===== src/pdl_pkg.sv =====
package pdl_pkg;
	// Register indices as printed; byte address is four times the index
	localparam logic [7:0] IDX_DIR_LOW = 8'h0c;
	localparam logic [7:0] IDX_DIR_HIGH = 8'h0d;
	localparam logic [7:0] IDX_DBG_CFG = 8'h10;
	localparam int ADDR_W = 12;
	localparam logic [ADDR_W-1:0] ADDR_DIR_LOW = {2'h0, IDX_DIR_LOW, 2'h0};
	localparam logic [ADDR_W-1:0] ADDR_DIR_HIGH = {2'h0, IDX_DIR_HIGH, 2'h0};
	localparam logic [ADDR_W-1:0] ADDR_DBG_CFG = {2'h0, IDX_DBG_CFG, 2'h0};
	localparam int ID_W = 16;
	localparam int DIR_W = 4;
	localparam int ENTRIES = 8;
	localparam logic [31:0] DIR_RST = 32'h0000_0000;
	localparam int DBG_PD_BIT = 0;
	localparam int DBG_CALL_BIT = 1;
	localparam logic [1:0] DBG_RST = 2'h0;
	localparam int FIFO_DEPTH = 8;
	typedef enum logic [1:0] {PDL_IDLE, PDL_ACCESS, PDL_DONE} pdl_apb_t;
endpackage : pdl_pkg


===== src/pdl_lookup.sv =====
// Implementation choice: the APB register port.
`timescale 1ns/100ps
// Functional notes
// - Route by highest mismatching destination bit.
// - Lower table covers bits 7..0, index 0x0C.
// - Upper table covers bits 15..8, index 0x0D.
// - Four-bit entry n at bits 4*(n mod 8).
// - All entries read-write, reset to zero.
// - Enabled debug wire signals raise core call.
// - Enabled pull-down drives wire low in debug.
// - Debug config at 0x10, bits 31:2 reserved.
module pdl_lookup #(
	parameter int FIFO_DEPTH = pdl_pkg::FIFO_DEPTH
) (
	input wire logic pclk,
	input wire logic presetn,
	input wire logic psel,
	input wire logic penable,
	input wire logic pwrite,
	input wire logic [pdl_pkg::ADDR_W-1:0] paddr,
	input wire logic [31:0] pwdata,
	output logic [31:0] prdata,
	output logic pready,
	output logic pslverr,
	input wire logic [pdl_pkg::ID_W-1:0] node_id,
	input wire logic hdr_valid,
	output logic hdr_ready,
	input wire logic [pdl_pkg::ID_W-1:0] hdr_dest_id,
	output logic dir_valid,
	input wire logic dir_ready,
	output logic [pdl_pkg::DIR_W-1:0] dir_code,
	output logic dir_local,
	input wire logic debug_mode,
	input wire logic debug_wire_in,
	output logic debug_wire_out,
	output logic debug_wire_oe_n,
	output logic core_debug_call
);
	localparam int IW = pdl_pkg::ID_W;
	localparam int DW = pdl_pkg::DIR_W;

	pdl_pkg::pdl_apb_t apb_state_r;
	logic [31:0] dir_low_r;
	logic [31:0] dir_high_r;
	logic [1:0] dbg_cfg_r;
	logic wr_en;
	logic fifo_valid;
	logic fifo_pop;
	logic [IW-1:0] fifo_dest;
	logic [DW-1:0] look_dir;
	logic look_local;
	logic debug_wire_d_r;

	// Entry extraction for mismatch bit n within one table
	function automatic logic [DW-1:0] pdl_entry(input logic [31:0] tbl, input int unsigned n);
		logic [DW-1:0] e;
		e = tbl[(n % pdl_pkg::ENTRIES) * DW +: DW];
		return e;
	endfunction : pdl_entry

	// Address decode shared by read mux and write strobes
	function automatic logic [1:0] pdl_decode(input logic [pdl_pkg::ADDR_W-1:0] a);
		logic [1:0] sel;
		sel = 2'h3;
		if (a == pdl_pkg::ADDR_DIR_LOW) begin
			sel = 2'h0;
		end else if (a == pdl_pkg::ADDR_DIR_HIGH) begin
			sel = 2'h1;
		end else if (a == pdl_pkg::ADDR_DBG_CFG) begin
			sel = 2'h2;
		end
		return sel;
	endfunction : pdl_decode

	// APB slave: one wait state, so pready and prdata are both flops
	always_ff @(posedge pclk or negedge presetn) begin
		if (!presetn) begin
			apb_state_r <= pdl_pkg::PDL_IDLE;
			pready <= 1'b0;
			pslverr <= 1'b0;
			prdata <= 32'h0000_0000;
		end else begin
			case (apb_state_r)
				pdl_pkg::PDL_IDLE: begin
					pready <= 1'b0;
					pslverr <= 1'b0;
					if (psel && penable) begin
						apb_state_r <= pdl_pkg::PDL_ACCESS;
						pready <= 1'b1;
						pslverr <= (pdl_decode(paddr) == 2'h3);
						case (pdl_decode(paddr))
							2'h0: begin
								prdata <= dir_low_r;
							end
							2'h1: begin
								prdata <= dir_high_r;
							end
							2'h2: begin
								prdata <= {30'h0000_0000, dbg_cfg_r};
							end
							default: begin
								prdata <= 32'h0000_0000;
							end
						endcase
					end
				end
				pdl_pkg::PDL_ACCESS: begin
					// Transfer completes here; drop ready so a back-to-back one waits again
					apb_state_r <= pdl_pkg::PDL_IDLE;
					pready <= 1'b0;
					pslverr <= 1'b0;
				end
				default: begin
					apb_state_r <= pdl_pkg::PDL_IDLE;
					pready <= 1'b0;
					pslverr <= 1'b0;
				end
			endcase
		end
	end

	// Writes take effect only at the completing edge
	assign wr_en = psel && penable && pready && pwrite;

	// Direction tables, full word writes
	always_ff @(posedge pclk or negedge presetn) begin
		if (!presetn) begin
			dir_low_r <= pdl_pkg::DIR_RST;
			dir_high_r <= pdl_pkg::DIR_RST;
		end else if (wr_en) begin
			if (pdl_decode(paddr) == 2'h0) begin
				dir_low_r <= pwdata;
			end
			if (pdl_decode(paddr) == 2'h1) begin
				dir_high_r <= pwdata;
			end
		end
	end

	// Debug wire configuration; upper bits are not stored and read zero
	always_ff @(posedge pclk or negedge presetn) begin
		if (!presetn) begin
			dbg_cfg_r <= pdl_pkg::DBG_RST;
		end else if (wr_en && pdl_decode(paddr) == 2'h2) begin
			dbg_cfg_r <= pwdata[1:0];
		end
	end

	// Header queue absorbs bursts while the output stage is stalled
	pdl_fifo #(
		.WIDTH(IW),
		.DEPTH(FIFO_DEPTH)
	) u_hdr_fifo (
		.clk(pclk),
		.rst_n(presetn),
		.in_valid(hdr_valid),
		.in_ready(hdr_ready),
		.in_data(hdr_dest_id),
		.out_valid(fifo_valid),
		.out_ready(fifo_pop),
		.out_data(fifo_dest)
	);

	// Priority search from bit 0 upward, last hit wins; a loop keeps it one expression deep per bit
	always_comb begin
		logic [IW-1:0] diff;
		diff = fifo_dest ^ node_id;
		look_dir = '0;
		look_local = (diff == '0);
		for (int unsigned i = 0; i < IW; i++) begin
			if (diff[i]) begin
				// Later (higher) bits overwrite, so the most significant mismatch wins
				look_dir = (i < pdl_pkg::ENTRIES) ? pdl_entry(dir_low_r, i) : pdl_entry(dir_high_r, i);
			end
		end
	end

	// Output stage advances when empty or when the consumer takes the result
	assign fifo_pop = fifo_valid && (!dir_valid || dir_ready);

	always_ff @(posedge pclk or negedge presetn) begin
		if (!presetn) begin
			dir_valid <= 1'b0;
			dir_code <= '0;
			dir_local <= 1'b0;
		end else if (!dir_valid || dir_ready) begin
			dir_valid <= fifo_valid;
			if (fifo_valid) begin
				dir_code <= look_dir;
				dir_local <= look_local;
			end
		end
	end

	// Pull-down: drive low only while the node is in debug mode
	always_ff @(posedge pclk or negedge presetn) begin
		if (!presetn) begin
			debug_wire_out <= 1'b0;
			debug_wire_oe_n <= 1'b1;
		end else begin
			debug_wire_out <= 1'b0;
			debug_wire_oe_n <= !(dbg_cfg_r[pdl_pkg::DBG_PD_BIT] && debug_mode);
		end
	end

	// Call on a falling edge of the wire, ignoring our own pull-down
	always_ff @(posedge pclk or negedge presetn) begin
		if (!presetn) begin
			debug_wire_d_r <= 1'b1;
			core_debug_call <= 1'b0;
		end else begin
			debug_wire_d_r <= debug_wire_in;
			core_debug_call <= dbg_cfg_r[pdl_pkg::DBG_CALL_BIT] && debug_wire_d_r && !debug_wire_in
				&& debug_wire_oe_n;
		end
	end
endmodule : pdl_lookup


===== src/pdl_fifo.sv =====
`timescale 1ns/100ps
module pdl_fifo #(
	parameter int WIDTH = 16,
	parameter int DEPTH = 8
) (
	input wire logic clk,
	input wire logic rst_n,
	input wire logic in_valid,
	output logic in_ready,
	input wire logic [WIDTH-1:0] in_data,
	output logic out_valid,
	input wire logic out_ready,
	output logic [WIDTH-1:0] out_data
);
	localparam int PW = (DEPTH > 1) ? $clog2(DEPTH) : 1;
	localparam logic [PW:0] FULL_CNT = (PW+1)'(DEPTH);
	localparam logic [PW-1:0] LAST = (PW)'(DEPTH - 1);
	logic [WIDTH-1:0] mem [DEPTH];
	logic [PW-1:0] wr_ptr_r;
	logic [PW-1:0] rd_ptr_r;
	logic [PW:0] count_r;
	logic [PW:0] count_nxt;
	logic push;
	logic pop;

	assign push = in_valid && in_ready;
	assign pop = out_valid && out_ready;
	assign out_valid = (count_r != '0);
	assign out_data = mem[rd_ptr_r];

	// Occupancy; ready is a flop so it can feed a top-level output directly
	always_comb begin
		count_nxt = count_r;
		if (push && !pop) begin
			count_nxt = count_r + 1'b1;
		end else if (pop && !push) begin
			count_nxt = count_r - 1'b1;
		end
	end

	always_ff @(posedge clk or negedge rst_n) begin
		if (!rst_n) begin
			count_r <= '0;
			in_ready <= 1'b1;
		end else begin
			count_r <= count_nxt;
			in_ready <= (count_nxt != FULL_CNT);
		end
	end

	// Pointers wrap at the depth, which need not be a power of two
	always_ff @(posedge clk or negedge rst_n) begin
		if (!rst_n) begin
			wr_ptr_r <= '0;
			rd_ptr_r <= '0;
		end else begin
			if (push) begin
				wr_ptr_r <= (wr_ptr_r == LAST) ? '0 : wr_ptr_r + 1'b1;
			end
			if (pop) begin
				rd_ptr_r <= (rd_ptr_r == LAST) ? '0 : rd_ptr_r + 1'b1;
			end
		end
	end

	// Storage has no reset; a word is only read after it was written
	always_ff @(posedge clk) begin
		if (push) begin
			mem[wr_ptr_r] <= in_data;
		end
	end
endmodule : pdl_fifo


===== config.mk =====
export PLATFORM = sky130hd
export DESIGN_NAME = pdl_lookup
export DESIGN_NICKNAME = d
export VERILOG_FILES = /design/src/pdl_pkg.sv /design/src/pdl_lookup.sv /design/src/pdl_fifo.sv
export SDC_FILE = /design/constraint.sdc
export NUM_CORES = 1
export LEC_CHECK = 0
export BUFFER_PORTS_ARGS = -buffer_cell sky130_fd_sc_hd__buf_2
export CORE_UTILIZATION = 46
export DETAILED_ROUTE_END_ITERATION = 12
export MAX_ROUTING_LAYER = met4
export PLACE_DENSITY = 0.65
export REMOVE_ABC_BUFFERS = 1
export SETUP_SLACK_MARGIN = 0.15
export SLEW_MARGIN = 20
export SYNTH_ARGS = -nofsm -noshare
export SYNTH_HDL_FRONTEND = slang
export SYNTH_SLANG_ARGS = --single-unit
export TNS_END_PERCENT = 10

===== constraint.sdc =====
create_clock -name pclk -period 3.7 [get_ports pclk]
set_input_delay 0.185 -clock pclk [delete_from_list [all_inputs] [get_ports pclk]]
set_output_delay 0.185 -clock pclk [all_outputs]
set_load 0.02 [all_outputs]

# ---- Yosys cells after proc, flatten, opt, wreduce, memory -nomap -nowiden
# Memories as Yosys holds them, arrays and structs flattened.
# Index checks and enable logic that the tools add are counted.
dict set report totals {
  ramBits 128
  mem_count 1
  inputBits 85
  elab_cells 98
  ff_bits 122
}
# memory words word_bits rd rd_clocked_by_memory_dff write_ports line
set mem_list {}
lappend mem_list {u_hdr_fifo.mem 8 16 1 0 1 pdl_fifo.sv:18} ;# logic [WIDTH-1:0] mem [DEPTH];
dict set report op_classes {
  n_reduce_logical 28
  muxes 35
  bitwise_logic 1
  n_eq_ne 12
  addsub 4
}
# cell count
set op_table {}
lappend op_table {{32-bit one-hot mux with 3 select lines} 1}
lappend op_table {{4-bit two-way mux} 18}
lappend op_table {{12-bit by 6-bit == test with 1-bit output (second input constant)} 2}
lappend op_table {{16-bit logical NOT} 1}
lappend op_table {{16-bit XOR} 1}
lappend op_table {{2-bit two-way mux} 7}
lappend op_table {{1-bit logical AND} 13}
lappend op_table {{12-bit by 7-bit == test with 1-bit output (second input constant)} 1}
lappend op_table {{2-bit AND reduction} 4}
lappend op_table {{1-bit two-way mux} 7}
lappend op_table {{3-bit by 1-bit adder with 3-bit output (second input constant)} 2}
lappend op_table {{2-bit == test (second input constant)} 3}
lappend op_table {{3-bit == test (second input constant)} 2}
lappend op_table {{2-bit logical NOT} 3}
lappend op_table {{3-bit two-way mux} 2}
lappend op_table {{1-bit logical NOT} 5}
lappend op_table {{4-bit by 1-bit adder with 4-bit output (second input constant)} 1}
lappend op_table {{2-bit by 1-bit == test with 1-bit output (second input constant)} 2}
lappend op_table {{4-bit inequality test (second input constant)} 1}
lappend op_table {{4-bit nonzero test} 1}
lappend op_table {{4-bit by 1-bit subtractor with 4-bit output (second input constant)} 1}
lappend op_table {{2-bit inequality test (second input constant)} 1}
lappend op_table {{1-bit logical OR} 1}

# ---- Longest topological paths before layout
# Gate-level depths: netlist of run 1.
# An unclocked memory read counts as a cell.
dict set report depth {
  depth_word 18
  ltp_mapped 12
}

# ---- Cells and area by module
# From an unflattened synthesis of run 1, not the netlist that was laid out.
dict set report unflattened {
  hier_cells 716
  area_unflattened_um2 10747.8
}
# mod instances cells_per_inst area_each_um2 seq_area_each_um2
set modules_own_cells {}
lappend modules_own_cells {pdl_fifo 1 268 5541.6 4120.2}
lappend modules_own_cells {pdl_lookup 1 448 5206.2 2755.1}

# ---- Worst setup path before layout of run 1
# OpenSTA, ideal clock, no wires.
dict set report synth_path {
  path_type {reg-to-reg}
  from {register u_hdr_fifo.rd_ptr_r[1]}
  to {register dir_code[3] (netlist name)}
  setup_time_ps 123
  path_stages_with_launch 11
  t_arrival_ps 2629
  period_less_slack_ps 2752
  path_slack_ps 948
  path_cell_list {dfrtp_1 buf_6 buf_8 buf_4 mux2i_1 a221o_2 xor2_1 mux2_2 nor4_1 a211oi_1 o221a_2}
}
dict set report synth_via {
  elab_chain_len 18
}
# element line
set synth_rtl {}
lappend synth_rtl {{start: declaration} pdl_fifo.sv:20} ;# logic [PW-1:0] rd_ptr_r;
lappend synth_rtl {{start signal: assignment} pdl_fifo.sv:61} ;# rd_ptr_r <= (rd_ptr_r == LAST) ? '0 : rd_ptr_r + 1'b1;
lappend synth_rtl {{memory 8 x 16 bit (*)} -}
lappend synth_rtl {{16-bit XOR (*)} pdl_lookup.sv:167} ;# diff = fifo_dest ^ node_id;
lappend synth_rtl {{4-bit two-way mux (15 in series)} pdl_lookup.sv:171} ;# if (diff[i]) begin
lappend synth_rtl {{4-bit two-way mux (*)} pdl_lookup.sv:171}
lappend synth_rtl {{end signal: assignment} pdl_lookup.sv:189} ;# dir_code <= look_dir;
lappend synth_rtl {{end: declaration} pdl_lookup.sv:31} ;# output logic [pdl_pkg::DIR_W-1:0] dir_code,
# Mark *: on every way between the ends. The rest lies on a longest branch, timed or not.
# A chain may end at the register's enable or synchronous reset.

# ---- Worst setup path after layout of run 1
dict set report layout_path {
  from {register u_hdr_fifo.rd_ptr_r[1]}
  to {register dir_code[1] (netlist name)}
}
# The elaborated chain is that of the path after synthesis.

==> tab_implementation.tex, run 1 <==
\begin{tabular}{lr}
\hline
Metric & Value \\
\hline
\multicolumn{2}{l}{\textbf{Synth}} \\
\quad Average instance area after synthesis & 14.2 um2 \\
\quad Yosys warning count & 0 \\
\quad Share of synthesized registers carrying an async set or reset & 0.486 \\
\quad Flops \& latches, synth & 249 \\
\quad Top flip-flop cell by instance count after synthesis & sky130\_fd\_sc\_hd\_\_edfxtp\_1 \\
\quad Netlist cell types & 73 \\
\quad Number of instances in the synthesized netlist & 775 \\
\quad Fraction of synthesized cell area taken by the top area cell type & 0.350 \\
\quad Most used standard cells in the synthesized netlist & sky130\_fd\_sc\_hd\_\_edfxtp\_1 (128), sky130\_fd\_sc\_hd\_\_dfrtp\_1 (118), sky130\_fd\_sc\_hd\_\_mux2\_2 (77) \\
\quad Post-synth EDFFs & 128 \\
\quad Post-synthesis sequential area ratio & 0.625 \\
\quad Synth area leader & sky130\_fd\_sc\_hd\_\_edfxtp\_1 \\
\quad Most area-consuming cells after synthesis & sky130\_fd\_sc\_hd\_\_edfxtp\_1 (35\%), sky130\_fd\_sc\_hd\_\_dfrtp\_1 (27\%), sky130\_fd\_sc\_hd\_\_mux2\_2 (7.9\%) \\
\quad Synthesized cell area & 11000 um2 \\
\quad Top-count cell post-synth & sky130\_fd\_sc\_hd\_\_edfxtp\_1 \\
\multicolumn{2}{l}{\textbf{STA}} \\
\quad Transition time at the pin with the least slew margin & 1020 ps \\
\quad Number of endpoints with negative hold slack in the final report & 0 \\
\quad Setup WS post-layout & 373 ps \\
\quad Fin crit share & 0.899 \\
\quad Number of pins exceeding their max-slew limit in the final report & 0 \\
\quad Max-slew headroom at the worst pin & 0.316 \\
\quad Final critical delay including setup and external delays & 3330 ps \\
\quad Setup repair after global routing missed its margin & no \\
\quad Peak Freq & 301 MHz \\
\quad Clock skew after layout & 16.4 ps \\
\quad Final setup vio count & 0 \\
\quad Sum Neg Setup Slack & 0 ps \\
\multicolumn{2}{l}{\textbf{Drt}} \\
\quad Number of iterations in the first detailed-routing pass & 5 \\
\quad Routed WL per cell & 19.8 um \\
\quad Number of DRC markers in iteration 0 & 502 \\
\quad Number of nets with antenna violations after detailed routing & 0 \\
\quad DRC violations left & 0 \\
\quad Sum of routed wire length over all layers & 25.9 mm \\
\quad Vias after detailed routing & 7060 \\
\quad Vias/cell & 5.39 \\
\multicolumn{2}{l}{\textbf{Placement}} \\
\quad Port Buffer Count & 127 \\
\quad Number of placed instances, taps included & 1208 \\
\quad Post-detailed-placement half-perimeter wirelength & 17.3 mm \\
\quad Pre-CTS setup slack & 400 ps \\
\quad Placer's final routability congestion estimate & 0.914 \\
\multicolumn{2}{l}{\textbf{Cells and area}} \\
\quad Ratio of cells with drive above 1 in the final layout & 0.297 \\
\quad Post-route core utilization & 0.570 \\
\quad Area added between synthesis and finish & 21.8\% \\
\quad Antenna diode count & 0 \\
\quad Number of nets in the finished design & 1062 \\
\quad Filler cell count & 1915 \\
\quad Filler-free cell count of the finished design & 1309 \\
\multicolumn{2}{l}{\textbf{Clocking}} \\
\quad CTS sink cnt & 249 \\
\quad Resized cells post-CTS & 0 \\
\quad Clock transition at the registers of the reported paths & 60 ps \\
\quad TritonCTS clock tree & done \\
\quad Root buf cell & sky130\_fd\_sc\_hd\_\_clkbuf\_16 \\
\quad Latest clock arrival within the worst-skew pair & 520 ps \\
\quad Maximum buffer depth of the clock tree & 3 \\
\quad Clock H-tree levels & 1 \\
\quad Number of CTS-inserted buffers & 27 \\
\multicolumn{2}{l}{\textbf{Die}} \\
\quad Top-level I/O count & 129 \\
\quad Initial cell density of the core & 0.468 \\
\quad Core Footprint & 23500 um2 \\
\quad Die Y & 157 um \\
\quad Die Width & 157 um \\
\quad Standard-cell row count & 56 \\
\quad Die Outline Area & 24500 um2 \\
\multicolumn{2}{l}{\textbf{Power and ir drop}} \\
\quad Leakage power & 5.69 nW \\
\quad P\_sw & 2.92 mW \\
\quad Total power of the final layout & 8.79 mW \\
\quad Internal power component & 5.86 mW \\
\quad Combinational Power Share & 0.328 \\
\quad Clock share of power & 0.279 \\
\quad Highest ir drop seen on vdd & 457 uV \\
\quad Power per cell area & 656 nW/um2 \\
\quad Switching share of total power & 0.333 \\
\quad Register share of total power & 0.394 \\
\multicolumn{2}{l}{\textbf{Outcome}} \\
\quad Outcome & finished clean \\
\multicolumn{2}{l}{\textbf{Worst setup path}} \\
\quad CP Launch Type & register \\
\quad Critical Path Max Stage Delay & 690 ps \\
\quad Critical path endpoint category & register \\
\quad Crit-path cells & buf\_12 -> mux2\_4 -> o22ai\_1 -> a221o\_2 -> xor2\_1 -> nand2\_1 -> o32a\_1 -> a211o\_1 -> a221oi\_2 \\
\quad WS Path Type & reg -> reg \\
\quad Critical Path Fanout Max & 19 \\
\quad Signal arrival time at the worst endpoint & 3760 ps \\
\quad Largest delay share family, worst path & compound AO/OA/AOI/OAI gates \\
\quad Worst EP required & 4130 ps \\
\quad Number of buffer and inverter instances along the worst setup path & 1 \\
\quad Slowest cell on the critical path & sky130\_fd\_sc\_hd\_\_dfrtp\_2 \\
\multicolumn{2}{l}{\textbf{Global route}} \\
\quad Total congestion overflow & 0 \\
\quad Number of antenna violations at the first check in global routing & 0 \\
\quad GRT Total Usage & 0.223 \\
\quad Maximum number of pins on one net before global-route repair & 77 \\
\quad First-pass GRT wire length & 39.9 mm \\
\quad Via count of the first global-routing pass & 6947 \\
\multicolumn{2}{l}{\textbf{Run}} \\
\quad Max-cap violations & 0 \\
\multicolumn{2}{l}{\textbf{Hold path}} \\
\quad Path category of the worst min-delay check & in -> reg \\
\hline
\end{tabular}
==> state kept, by name, indices dropped and copies added (netlist names), 2 cells and up <==
name	count
dir_code	4
prdata	32
dbg_cfg_r	2
u_hdr_fifo.wr_ptr_r	3
dir_high_r	32
u_hdr_fifo.count_r	4
u_hdr_fifo.mem	128
u_hdr_fifo.rd_ptr_r	3
dir_low_r	32
==> worst register-to-register path, delay by kind of cell (launching register included) <==
family / cells / cell delay, ps
flip-flops: 1 / 690
buffers and inverters: 1 / 240
AND/OR/NAND/NOR: 1 / 200
multiplexers: 1 / 310
AO/OA/AOI/OAI: 5 / 1310
XOR/XNOR: 1 / 510
==> area by class of cell <==
cell class                 instances  area, um2  area share
inverter                          14       52.6     0.00392
clock inverter                     8       38.8     0.00290
tap                              319        399      0.0298
clock buffer                      41        769      0.0575
multi-input combinational        473       3880       0.290
timing repair buffer             205       1370       0.102
sequential                       249       6880       0.514
==> layer usage <==
metal  track usage  vias to the layer above  part of all wire
met5             -                        -                 0
met4        0.0602                        0             0.023
met3        0.0379                       38             0.049
met2         0.359                      197              0.48
met1         0.294                     3508              0.44
li1              -                     3317                 -
==> logic make-up (layout without fill, tap and decap cells) <==
| family | count (synthesis) | count (layout) | share of synthesized area |
|---|---|---|---|
| XOR/XNOR | 21 | 21 | 0.0167 |
| buffers and inverters | 53 | 268 | 0.0238 |
| AND/OR/NAND/NOR | 172 | 172 | 0.0747 |
| flip-flops | 249 | 249 | 0.625 |
| other | 1 | 1 | 0.000341 |
| adder cells (fa/ha/maj) | 7 | 7 | 0.00797 |
| multiplexers | 159 | 159 | 0.174 |
| AO/OA/AOI/OAI | 113 | 113 | 0.0774 |
==> final timing paths <==
| check | cells past startpoint | endpoint | from | slack (ps) |
|---|---|---|---|---|
| max | 9 | dir_code[1]$_DFFE_PN0P_ | u_hdr_fifo.rd_ptr_r[1]$_DFFE_PN0P_ | 370 |
| min | 3 | pslverr$_DFF_PN0_ | paddr[5] | 20 |
| max reg2reg | 9 | dir_code[1]$_DFFE_PN0P_ | u_hdr_fifo.rd_ptr_r[1]$_DFFE_PN0P_ | 370 |
| min reg2reg | 1 | debug_wire_oe_n$_DFF_PN1_ | dbg_cfg_r[0]$_DFFE_PN0P_ | 430 |
| max in group asynchronous | 3 | dir_high_r[4]$_DFFE_PN0P_ | presetn | 2540 |
| min in group asynchronous | 2 | dir_low_r[3]$_DFFE_PN0P_ | presetn | 270 |
==> metrics by stage <==
step / area, um2 / hold WS, ps
3_3_place_gp: 12100 / 299
2_1_floorplan: 10800 / -111
3_5_place_dp: 12100 / 301
5_1_grt: 13400 / 14.8
4_1_cts: 13400 / 5.91
6_report: 13400 / 18.9
==> power groups by stage <==
stage | logic (mW) | registers, mW | clock network, mW
finish | 2.88 | 3.46 | 2.45
detailed placement | 2.81 | 3.51 | 0
global placement | 2.80 | 3.51 | 0
CTS | 2.87 | 3.46 | 2.51
global route | 3.13 | 3.49 | 2.62
floorplan | 1.74 | 3.57 | 0
==> cell usage in the layout, fill, tap and decap left out, types with 4 or more instances in the layout <==
| cell type | Yosys | layout |
|---|---|---|
| sky130_fd_sc_hd__o211ai_1 | 5 | 5 |
| sky130_fd_sc_hd__o31ai_1 | 33 | 33 |
| sky130_fd_sc_hd__mux2i_1 | 64 | 64 |
| sky130_fd_sc_hd__nor4_1 | 5 | 5 |
| sky130_fd_sc_hd__nand3_1 | 10 | 10 |
| sky130_fd_sc_hd__nor2_1 | 29 | 29 |
| sky130_fd_sc_hd__nor2b_1 | 6 | 6 |
| sky130_fd_sc_hd__nand2b_1 | 9 | 9 |
| sky130_fd_sc_hd__nand2_1 | 73 | 73 |
| sky130_fd_sc_hd__nor3_1 | 13 | 11 |
| sky130_fd_sc_hd__inv_1 | 14 | 14 |
| sky130_fd_sc_hd__and2_1 | 4 | 4 |
| sky130_fd_sc_hd__clkbuf_1 | 19 | 11 |
| sky130_fd_sc_hd__a22oi_1 | 4 | 4 |
| sky130_fd_sc_hd__mux2_2 | 77 | 77 |
| sky130_fd_sc_hd__mux4_1 | 4 | 4 |
| sky130_fd_sc_hd__buf_2 | 8 | 126 |
| sky130_fd_sc_hd__a21oi_1 | 7 | 7 |
| sky130_fd_sc_hd__xor2_1 | 9 | 9 |
| sky130_fd_sc_hd__ha_1 | 7 | 7 |
| sky130_fd_sc_hd__xnor2_1 | 12 | 12 |
| sky130_fd_sc_hd__clkbuf_16 | 0 | 28 |
| sky130_fd_sc_hd__dlygate4sd3_1 | 0 | 52 |
| sky130_fd_sc_hd__buf_4 | 3 | 25 |
| sky130_fd_sc_hd__a31oi_1 | 6 | 6 |
| sky130_fd_sc_hd__mux4_2 | 12 | 12 |
| sky130_fd_sc_hd__o22ai_1 | 6 | 6 |
| sky130_fd_sc_hd__dfrtp_1 | 118 | 117 |
| sky130_fd_sc_hd__clkinv_1 | 0 | 4 |
| sky130_fd_sc_hd__o21ai_0 | 15 | 15 |
| sky130_fd_sc_hd__edfxtp_1 | 128 | 128 |
==> timing repair <==
| item | in CTS | in global routing |
|---|---|---|
| buffers inserted | 0 | 0 |
| hold buffers | 52 | 0 |
| endpoints found under the hold margin | 270 | 0 |
(Power assumes the default switching activity.)
==> run 2, diff against run 1 <==
--- a/config.mk
+++ b/config.mk
@@ -5,6 +5,7 @@
 export SDC_FILE = /design/constraint.sdc
 export NUM_CORES = 1
 export LEC_CHECK = 0
+export ABC_AREA = 1
 export BUFFER_PORTS_ARGS = -buffer_cell sky130_fd_sc_hd__buf_2
 export CORE_UTILIZATION = 46
 export DETAILED_ROUTE_END_ITERATION = 12
@@ -15,5 +16,6 @@
 export SLEW_MARGIN = 20
 export SYNTH_ARGS = -nofsm -noshare
 export SYNTH_HDL_FRONTEND = slang
+export SYNTH_HIERARCHICAL = 1
 export SYNTH_SLANG_ARGS = --single-unit
 export TNS_END_PERCENT = 10
==> run 2 against run 1 <==
Global-route usage rose by 1.4 points. Largest cell class unchanged. Non-clock buffer count down 1. Highest routed layer unchanged. Critical path type unchanged. Combinational power is 31% higher. Worst hold slack gained 44 ps. Final area up 3.4%. Clock skew decreased by 8.8 ps. Sequential cell count unchanged. Clock-buffer cell count decreased by 9. Fmax up 8.0%. First-iteration DRC count grew 24%. Power increased by 14%.
==> tab_implementation.tex, run 2 <==
\begin{tabular}{lr}
\hline
Metric & Value \\
\hline
\multicolumn{2}{l}{\textbf{STA}} \\
\quad Number of endpoints with negative hold slack in the final report & 0 \\
\quad Number of pins exceeding their max-slew limit in the final report & 0 \\
\quad Setup repair after global routing missed its margin & no \\
\quad Fin crit share & 0.833 \\
\quad Peak Freq & 324 MHz \\
\quad Max-slew headroom at the worst pin & 0.500 \\
\quad Transition time at the pin with the least slew margin & 750 ps \\
\quad Final critical delay including setup and external delays & 3080 ps \\
\quad Sum Neg Setup Slack & 0 ps \\
\quad Setup WS post-layout & 618 ps \\
\quad Final setup vio count & 0 \\
\quad Clock skew after layout & 7.62 ps \\
\multicolumn{2}{l}{\textbf{Cells and area}} \\
\quad Number of flip-flops in the largest register & 128 \\
\quad Filler-free cell count of the finished design & 1743 \\
\quad Area added between synthesis and finish & 21.6\% \\
\quad Antenna diode count & 0 \\
\quad Ratio of cells with drive above 1 in the final layout & 0.175 \\
\quad Post-route core utilization & 0.570 \\
\quad Cell area after layout & 13900 um2 \\
\quad Most used cells in the layout excluding fill and tap cells & sky130\_fd\_sc\_hd\_\_nand2\_1 (321), sky130\_fd\_sc\_hd\_\_nor2\_1 (130), sky130\_fd\_sc\_hd\_\_edfxtp\_1 (128), sky130\_fd\_sc\_hd\_\_buf\_2 (126), sky130\_fd\_sc\_hd\_\_inv\_1 (124) \\
\quad Most common cell after layout, fill and taps aside & sky130\_fd\_sc\_hd\_\_nand2\_1 \\
\quad Number of nets in the finished design & 1490 \\
\quad Top reg by flops & u\_hdr\_fifo/mem \\
\multicolumn{2}{l}{\textbf{Die}} \\
\quad Standard-cell row count & 57 \\
\quad Top-level I/O count & 129 \\
\quad Core Footprint & 24300 um2 \\
\quad Initial cell density of the core & 0.469 \\
\quad Die Outline Area & 25400 um2 \\
\quad Die Width & 159 um \\
\quad Die Y & 159 um \\
\multicolumn{2}{l}{\textbf{Worst setup path}} \\
\quad Cell seen most often among critical-path stages & sky130\_fd\_sc\_hd\_\_nand2\_1 \\
\quad Critical Path Fanout Max & 37 \\
\quad Worst EP required & 4120 ps \\
\quad Largest delay share family, worst path & simple AND/OR/NAND/NOR gates \\
\quad Critical path endpoint category & register \\
\quad Worst R2R End & dir\_code[0]\$\_DFFE\_PN0P\_ \\
\quad Slowest cell on the critical path & sky130\_fd\_sc\_hd\_\_dfrtp\_2 \\
\quad Critical Path Max Stage Delay & 420 ps \\
\quad Number of buffer and inverter instances along the worst setup path & 3 \\
\quad Signal arrival time at the worst endpoint & 3500 ps \\
\quad Register-to-register path setup slack & 620 ps \\
\quad CP Launch Type & register \\
\quad WS Path Type & reg -> reg \\
\quad Startpoint of the most critical setup path & u\_hdr\_fifo/rd\_ptr\_r[0]\$\_DFFE\_PN0P\_ \\
\quad Cell count of the worst reg-to-reg path & 29 \\
\quad R2r startpoint & u\_hdr\_fifo/rd\_ptr\_r[0]\$\_DFFE\_PN0P\_ \\
\multicolumn{2}{l}{\textbf{Power and ir drop}} \\
\quad Leakage power & 6.31 nW \\
\quad Combinational Power Share & 0.378 \\
\quad Register share of total power & 0.336 \\
\quad Internal power component & 6.32 mW \\
\quad Switching share of total power & 0.367 \\
\quad Power per cell area & 721 nW/um2 \\
\quad Clock share of power & 0.285 \\
\quad Highest ir drop seen on vdd & 484 uV \\
\quad P\_sw & 3.66 mW \\
\multicolumn{2}{l}{\textbf{Hold path}} \\
\quad Hold endpoint & dbg\_cfg\_r[1]\$\_DFFE\_PN0P\_ \\
\quad Path category of the worst min-delay check & in -> reg \\
\quad Number of cells on the worst hold path & 4 \\
\quad HP Start & paddr[8] \\
\multicolumn{2}{l}{\textbf{Synth}} \\
\quad Yosys warning count & 6 \\
\quad Most used standard cells in the synthesized netlist & sky130\_fd\_sc\_hd\_\_nand2\_1 (323), sky130\_fd\_sc\_hd\_\_nor2\_1 (131), sky130\_fd\_sc\_hd\_\_edfxtp\_1 (128) \\
\quad Fraction of synthesized cell area taken by the top area cell type & 0.337 \\
\quad Netlist cell types & 41 \\
\quad Top flip-flop cell by instance count after synthesis & sky130\_fd\_sc\_hd\_\_edfxtp\_1 \\
\quad Average instance area after synthesis & 9.38 um2 \\
\quad Post-synth EDFFs & 128 \\
\quad Share of synthesized registers carrying an async set or reset & 0.486 \\
\quad Synthesized cell area & 11400 um2 \\
\quad Number of instances in the synthesized netlist & 1215 \\
\quad Synth area leader & sky130\_fd\_sc\_hd\_\_edfxtp\_1 \\
\quad Top-count cell post-synth & sky130\_fd\_sc\_hd\_\_nand2\_1 \\
\quad Post-synthesis sequential area ratio & 0.603 \\
\quad Flops \& latches, synth & 249 \\
\quad Most area-consuming cells after synthesis & sky130\_fd\_sc\_hd\_\_edfxtp\_1 (34\%), sky130\_fd\_sc\_hd\_\_dfrtp\_1 (26\%), sky130\_fd\_sc\_hd\_\_nand2\_1 (11\%) \\
\multicolumn{2}{l}{\textbf{Drt}} \\
\quad Routed WL per cell & 16.5 um \\
\quad Number of DRC markers in iteration 0 & 622 \\
\quad DRC violations left & 0 \\
\quad Number of nets with antenna violations after detailed routing & 0 \\
\quad Number of iterations in the first detailed-routing pass & 4 \\
\quad Sum of routed wire length over all layers & 28.8 mm \\
\quad Vias after detailed routing & 8769 \\
\quad Vias/cell & 5.03 \\
\multicolumn{2}{l}{\textbf{Placement}} \\
\quad Port Buffer Count & 127 \\
\quad Number of placed instances, taps included & 1640 \\
\quad Pre-CTS setup slack & 608 ps \\
\quad Post-detailed-placement half-perimeter wirelength & 18.5 mm \\
\quad Area after detailed placement & 12400 um2 \\
\quad Placer's final routability congestion estimate & 0.913 \\
\multicolumn{2}{l}{\textbf{Global route}} \\
\quad Number of antenna violations at the first check in global routing & 0 \\
\quad First-pass GRT wire length & 45.9 mm \\
\quad Maximum number of pins on one net before global-route repair & 67 \\
\quad Via count of the first global-routing pass & 8540 \\
\quad Total congestion overflow & 0 \\
\quad GRT Total Usage & 0.237 \\
\multicolumn{2}{l}{\textbf{Clocking}} \\
\quad Latest clock arrival within the worst-skew pair & 530 ps \\
\quad Resized cells post-CTS & 0 \\
\quad Maximum buffer depth of the clock tree & 3 \\
\quad TritonCTS clock tree & done \\
\quad Clock H-tree levels & 1 \\
\quad Number of CTS-inserted buffers & 27 \\
\quad Clock transition at the registers of the reported paths & 60 ps \\
\quad CTS sink cnt & 249 \\
\quad Root buf cell & sky130\_fd\_sc\_hd\_\_clkbuf\_16 \\
\multicolumn{2}{l}{\textbf{Run}} \\
\quad Max-cap violations & 0 \\
\multicolumn{2}{l}{\textbf{Outcome}} \\
\quad Outcome & finished clean \\
\hline
\end{tabular}
-- run 2: changes by cell type after synthesis, moves of 33 or more --
cell	delta
sky130_fd_sc_hd__nand2_1	+250
sky130_fd_sc_hd__inv_1	+110
sky130_fd_sc_hd__o21ai_1	+103
sky130_fd_sc_hd__nor2_1	+102
sky130_fd_sc_hd__mux2_2	-77
sky130_fd_sc_hd__o21ai_0	+74
sky130_fd_sc_hd__mux2i_1	-64
sky130_fd_sc_hd__o31ai_1	-33
-- run 2: what timing repair did --
item	in CTS	in global routing
endpoints found under the hold margin	252	0
buffers inserted	0	0
hold buffers	54	0
-- run 2: power by group through the flow --
stage | clock network, mW | registers [mW] | logic, mW
floorplan | 0 | 3.51 | 2.49
global placement | 0 | 3.41 | 3.70
detailed placement | 0 | 3.41 | 3.73
CTS | 2.90 | 3.36 | 3.78
global route | 3.01 | 3.38 | 4.26
finish | 2.85 | 3.36 | 3.78
-- run 2: worst reg2reg max path: cells and delay by family, from the launching register on --
family / cells / cell delay (ps)
flip-flops: 1 / 420
AO/OA/AOI/OAI: 3 / 510
AND/OR/NAND/NOR: 23 / 1450
buffers and inverters: 3 / 590
-- run 2: routing by layer --
| layer | vias to the layer above | part of all wire | GRT usage |
|---|---|---|---|
| li1 | 4335 | - | - |
| met1 | 4123 | 0.44 | 0.313 |
| met2 | 254 | 0.48 | 0.385 |
| met3 | 57 | 0.053 | 0.0302 |
| met4 | 0 | 0.026 | 0.0691 |
| met5 | - | 0 | - |
-- run 2: through the flow --
stage | hold WS [ps] | total power, mW
4_1_cts | 47.4 | 10.0
3_3_place_gp | 297 | 7.10
5_1_grt | 86.8 | 10.6
6_report | 62.5 | 9.98
3_5_place_dp | 303 | 7.14
2_1_floorplan | -111 | 6.00
-- run 2: final cells by class --
cell class                      instances  area, um2
Fill cell                            2110      10500
Clock buffer                           32        694
Timing Repair Buffer                  204       1380
Inverter                              150        618
Clock inverter                         17        244
Sequential cell                       249       6880
Multi-Input combinational cell        767       3640
Tap cell                              324        405
-- run 2: kinds of logic (layout without fill, tap and decap cells) --
| logic type | after synthesis | count (layout) | synth area share |
|---|---|---|---|
| adder cells (fa/ha/maj) | 6 | 6 | 0.00659 |
| flip-flops | 249 | 249 | 0.603 |
| AO/OA/AOI/OAI | 248 | 248 | 0.116 |
| buffers and inverters | 199 | 403 | 0.0781 |
| AND/OR/NAND/NOR | 498 | 498 | 0.176 |
| XOR/XNOR | 14 | 14 | 0.0197 |
| other | 1 | 1 | 0.000329 |
-- run 2: worst max-delay path by stage --
| stage | end | slack [ps] | cells after the start |
|---|---|---|---|
| final | dir_code[0]$_DFFE_PN0P_ | 620 | 29 |
| after global routing | dir_code[0]$_DFFE_PN0P_ | 230 | 29 |
| after CTS | dir_code[0]$_DFFE_PN0P_ | 600 | 29 |
| after detailed placement | dir_code[0]$_DFFE_PN0P_ | 610 | 29 |
| after global placement | dir_code[3]$_DFFE_PN0P_ | 670 | 29 |
| after floorplan | dir_code[0]$_DFFE_PN0P_ | -80 | 29 |
==> run 3, diff against run 2 <==
==> constraint.sdc (replaced) <==
create_clock -name pclk -period 2.9 [get_ports pclk]
set_input_delay 0.145 -clock pclk [delete_from_list [all_inputs] [get_ports pclk]]
set_output_delay 0.145 -clock pclk [all_outputs]
set_load 0.02 [all_outputs]
==> run 3 against run 2 <==
The run now ends with negative setup slack left. Sequential share of layout area decreased by 1.4 points. Die area is the same. Clock-buffer cell count increased by 3. Via count rose by 2.3%. First-iteration DRC count is 17% lower. Routed wire length fell by 1.3%. Worst hold slack worse by 43 ps. Sequential cell count unchanged. Fmax rose by 5.0%. Global-route usage fell by 0.48 points. Critical path type unchanged.
==> tab_implementation.tex, run 3 (synthesis results as in run 2) <==
\begin{tabular}{lr}
\hline
Metric & Value \\
\hline
\multicolumn{2}{l}{\textbf{STA}} \\
\quad Transition time at the pin with the least slew margin & 677 ps \\
\quad Final critical delay including setup and external delays & 2930 ps \\
\quad Final setup vio count & 3 \\
\quad Clock skew after layout & 14.9 ps \\
\quad Worst Hold Margin & 19.4 ps \\
\quad Setup WS post-layout & -34.2 ps \\
\quad Max-slew headroom at the worst pin & 0.549 \\
\quad Number of pins exceeding their max-slew limit in the final report & 0 \\
\quad Peak Freq & 341 MHz \\
\quad Setup repair after global routing missed its margin & yes \\
\quad Fin crit share & 1.01 \\
\quad Number of endpoints with negative hold slack in the final report & 0 \\
\multicolumn{2}{l}{\textbf{Die}} \\
\quad Initial cell density of the core & 0.469 \\
\quad Die Y & 159 um \\
\quad Die Outline Area & 25400 um2 \\
\quad Core Footprint & 24300 um2 \\
\quad Standard-cell row count & 57 \\
\quad Die Width & 159 um \\
\quad Top-level I/O count & 129 \\
\multicolumn{2}{l}{\textbf{Clocking}} \\
\quad Clock transition at the registers of the reported paths & 60 ps \\
\quad Maximum buffer depth of the clock tree & 3 \\
\quad Latest clock arrival within the worst-skew pair & 540 ps \\
\quad CTS sink cnt & 249 \\
\quad TritonCTS clock tree & done \\
\quad Clock H-tree levels & 1 \\
\quad Root buf cell & sky130\_fd\_sc\_hd\_\_clkbuf\_16 \\
\quad Number of CTS-inserted buffers & 27 \\
\multicolumn{2}{l}{\textbf{Worst setup path}} \\
\quad Critical Path Max Stage Delay & 440 ps \\
\quad Signal arrival time at the worst endpoint & 3360 ps \\
\quad Cell seen most often among critical-path stages & sky130\_fd\_sc\_hd\_\_nand2\_1 \\
\quad WS Path Type & reg -> reg \\
\quad Critical Path Fanout Max & 5 \\
\quad R2r startpoint & u\_hdr\_fifo/rd\_ptr\_r[0]\$\_DFFE\_PN0P\_ \\
\quad Cell count of the worst reg-to-reg path & 30 \\
\quad CP Launch Type & register \\
\quad Worst R2R End & dir\_code[0]\$\_DFFE\_PN0P\_ \\
\quad Worst EP required & 3320 ps \\
\quad Register-to-register path setup slack & -30 ps \\
\quad Slowest cell on the critical path & sky130\_fd\_sc\_hd\_\_dfrtp\_2 \\
\quad Critical path endpoint category & register \\
\multicolumn{2}{l}{\textbf{Power and ir drop}} \\
\quad Power per cell area & 927 nW/um2 \\
\quad Leakage power & 6.51 nW \\
\quad Total power of the final layout & 13.2 mW \\
\quad Highest ir drop seen on vdd & 608 uV \\
\multicolumn{2}{l}{\textbf{Global route}} \\
\quad Maximum number of pins on one net before global-route repair & 70 \\
\quad GRT Total Usage & 0.232 \\
\quad Number of antenna violations at the first check in global routing & 0 \\
\quad Via count of the first global-routing pass & 8571 \\
\quad Total congestion overflow & 0 \\
\quad First-pass GRT wire length & 45.2 mm \\
\multicolumn{2}{l}{\textbf{Placement}} \\
\quad Port Buffer Count & 127 \\
\quad Placer's final routability congestion estimate & 0.942 \\
\quad Pre-CTS setup slack & -96.4 ps \\
\quad Number of placed instances, taps included & 1654 \\
\quad Post-detailed-placement half-perimeter wirelength & 18.6 mm \\
\multicolumn{2}{l}{\textbf{Hold path}} \\
\quad HP Start & paddr[8] \\
\quad Path category of the worst min-delay check & in -> reg \\
\quad Number of cells on the worst hold path & 4 \\
\quad Hold endpoint & dbg\_cfg\_r[0]\$\_DFFE\_PN0P\_ \\
\multicolumn{2}{l}{\textbf{Cells and area}} \\
\quad Area added between synthesis and finish & 25.1\% \\
\quad Filler cell count & 2114 \\
\quad Most used cells in the layout excluding fill and tap cells & sky130\_fd\_sc\_hd\_\_nand2\_1 (317), sky130\_fd\_sc\_hd\_\_nor2\_1 (128), sky130\_fd\_sc\_hd\_\_edfxtp\_1 (128), sky130\_fd\_sc\_hd\_\_buf\_2 (126), sky130\_fd\_sc\_hd\_\_inv\_1 (123) \\
\quad Top reg by flops & u\_hdr\_fifo/mem \\
\quad Most common cell after layout, fill and taps aside & sky130\_fd\_sc\_hd\_\_nand2\_1 \\
\quad Antenna diode count & 0 \\
\quad Post-route core utilization & 0.586 \\
\quad Ratio of cells with drive above 1 in the final layout & 0.203 \\
\quad Number of nets in the finished design & 1522 \\
\quad Filler-free cell count of the finished design & 1775 \\
\quad Number of flip-flops in the largest register & 128 \\
\multicolumn{2}{l}{\textbf{Drt}} \\
\quad Vias/cell & 5.05 \\
\quad DRC violations left & 0 \\
\quad Number of DRC markers in iteration 0 & 517 \\
\quad Number of iterations in the first detailed-routing pass & 4 \\
\quad Vias after detailed routing & 8968 \\
\quad Routed WL per cell & 16.0 um \\
\quad Sum of routed wire length over all layers & 28.4 mm \\
\quad Number of nets with antenna violations after detailed routing & 0 \\
\multicolumn{2}{l}{\textbf{Outcome}} \\
\quad Outcome & complete, but fails checks \\
\quad Violated checks & negative setup slack \\
\multicolumn{2}{l}{\textbf{Run}} \\
\quad Max-cap violations & 0 \\
\hline
\end{tabular}
-- run 3: worst max-delay path, delay by kind of cell (launching register included) --
kind            cells  cell delay, ps
simple gates       21            1290
compound gates      3             470
buf+inv             5             460
flops               1             440
xor+xnor            1             160
-- run 3: power breakdown --
group	switching, mW	internal, mW
logic	3.25	2.26
registers	0.169	4.13
clock network	1.37	2.06
-- run 3: through the flow --
step | setup TNS, ps | cell area [um2]
5_1_grt | -1130 | 14300
6_report | -61.1 | 14300
2_1_floorplan | -4010 | 11100
4_1_cts | 0 | 14200
3_5_place_dp | -96.4 | 12500
3_3_place_gp | -55.3 | 12500
-- run 3: cell type report --
class | count | area [um2] | area share
Clock buffer | 35 | 736 | 0.0516
Clock inverter | 14 | 159 | 0.0111
Inverter | 150 | 628 | 0.0441
Timing Repair inverter | 1 | 7.51 | 0.000527
Sequential cell | 249 | 6880 | 0.482
Timing Repair Buffer | 235 | 1730 | 0.122
Multi-Input combinational cell | 767 | 3710 | 0.260
Tap cell | 324 | 405 | 0.0284
-- run 3: worst max path at each step --
stage / slack [ps] / cells after the start / end / from
after CTS: 10 / 32 / dir_code[0]$_DFFE_PN0P_ / u_hdr_fifo/rd_ptr_r[0]$_DFFE_PN0P_
final: -30 / 30 / dir_code[0]$_DFFE_PN0P_ / u_hdr_fifo/rd_ptr_r[0]$_DFFE_PN0P_
after floorplan: -880 / 29 / dir_code[0]$_DFFE_PN0P_ / u_hdr_fifo/rd_ptr_r[0]$_DFFE_PN0P_
after global routing: -330 / 33 / dir_code[3]$_DFFE_PN0P_ / u_hdr_fifo/rd_ptr_r[0]$_DFFE_PN0P_
after detailed placement: -100 / 25 / dir_code[0]$_DFFE_PN0P_ / u_hdr_fifo/rd_ptr_r[1]$_DFFE_PN0P_
after global placement: -60 / 28 / dir_code[0]$_DFFE_PN0P_ / u_hdr_fifo/rd_ptr_r[0]$_DFFE_PN0P_
-- run 3: what timing repair did --
item / 4_1_cts / 5_1_grt
pin swaps: 10 / 26
setup endpoints to repair: 4 / 4
endpoints found under the hold margin: 318 / 0
hold buffers: 54 / 0
buffers inserted: 12 / 2
resized for setup: 16 / 17
gates cloned: 4 / 0
-- run 3: per-layer routing --
layer / GRT usage / up-vias / wire (um)
met4: 0.0743 / 0 / 943
met2: 0.381 / 236 / 13500
met5: - / - / 0
met1: 0.299 / 4271 / 12600
met3: 0.0310 / 63 / 1300
li1: - / 4398 / -
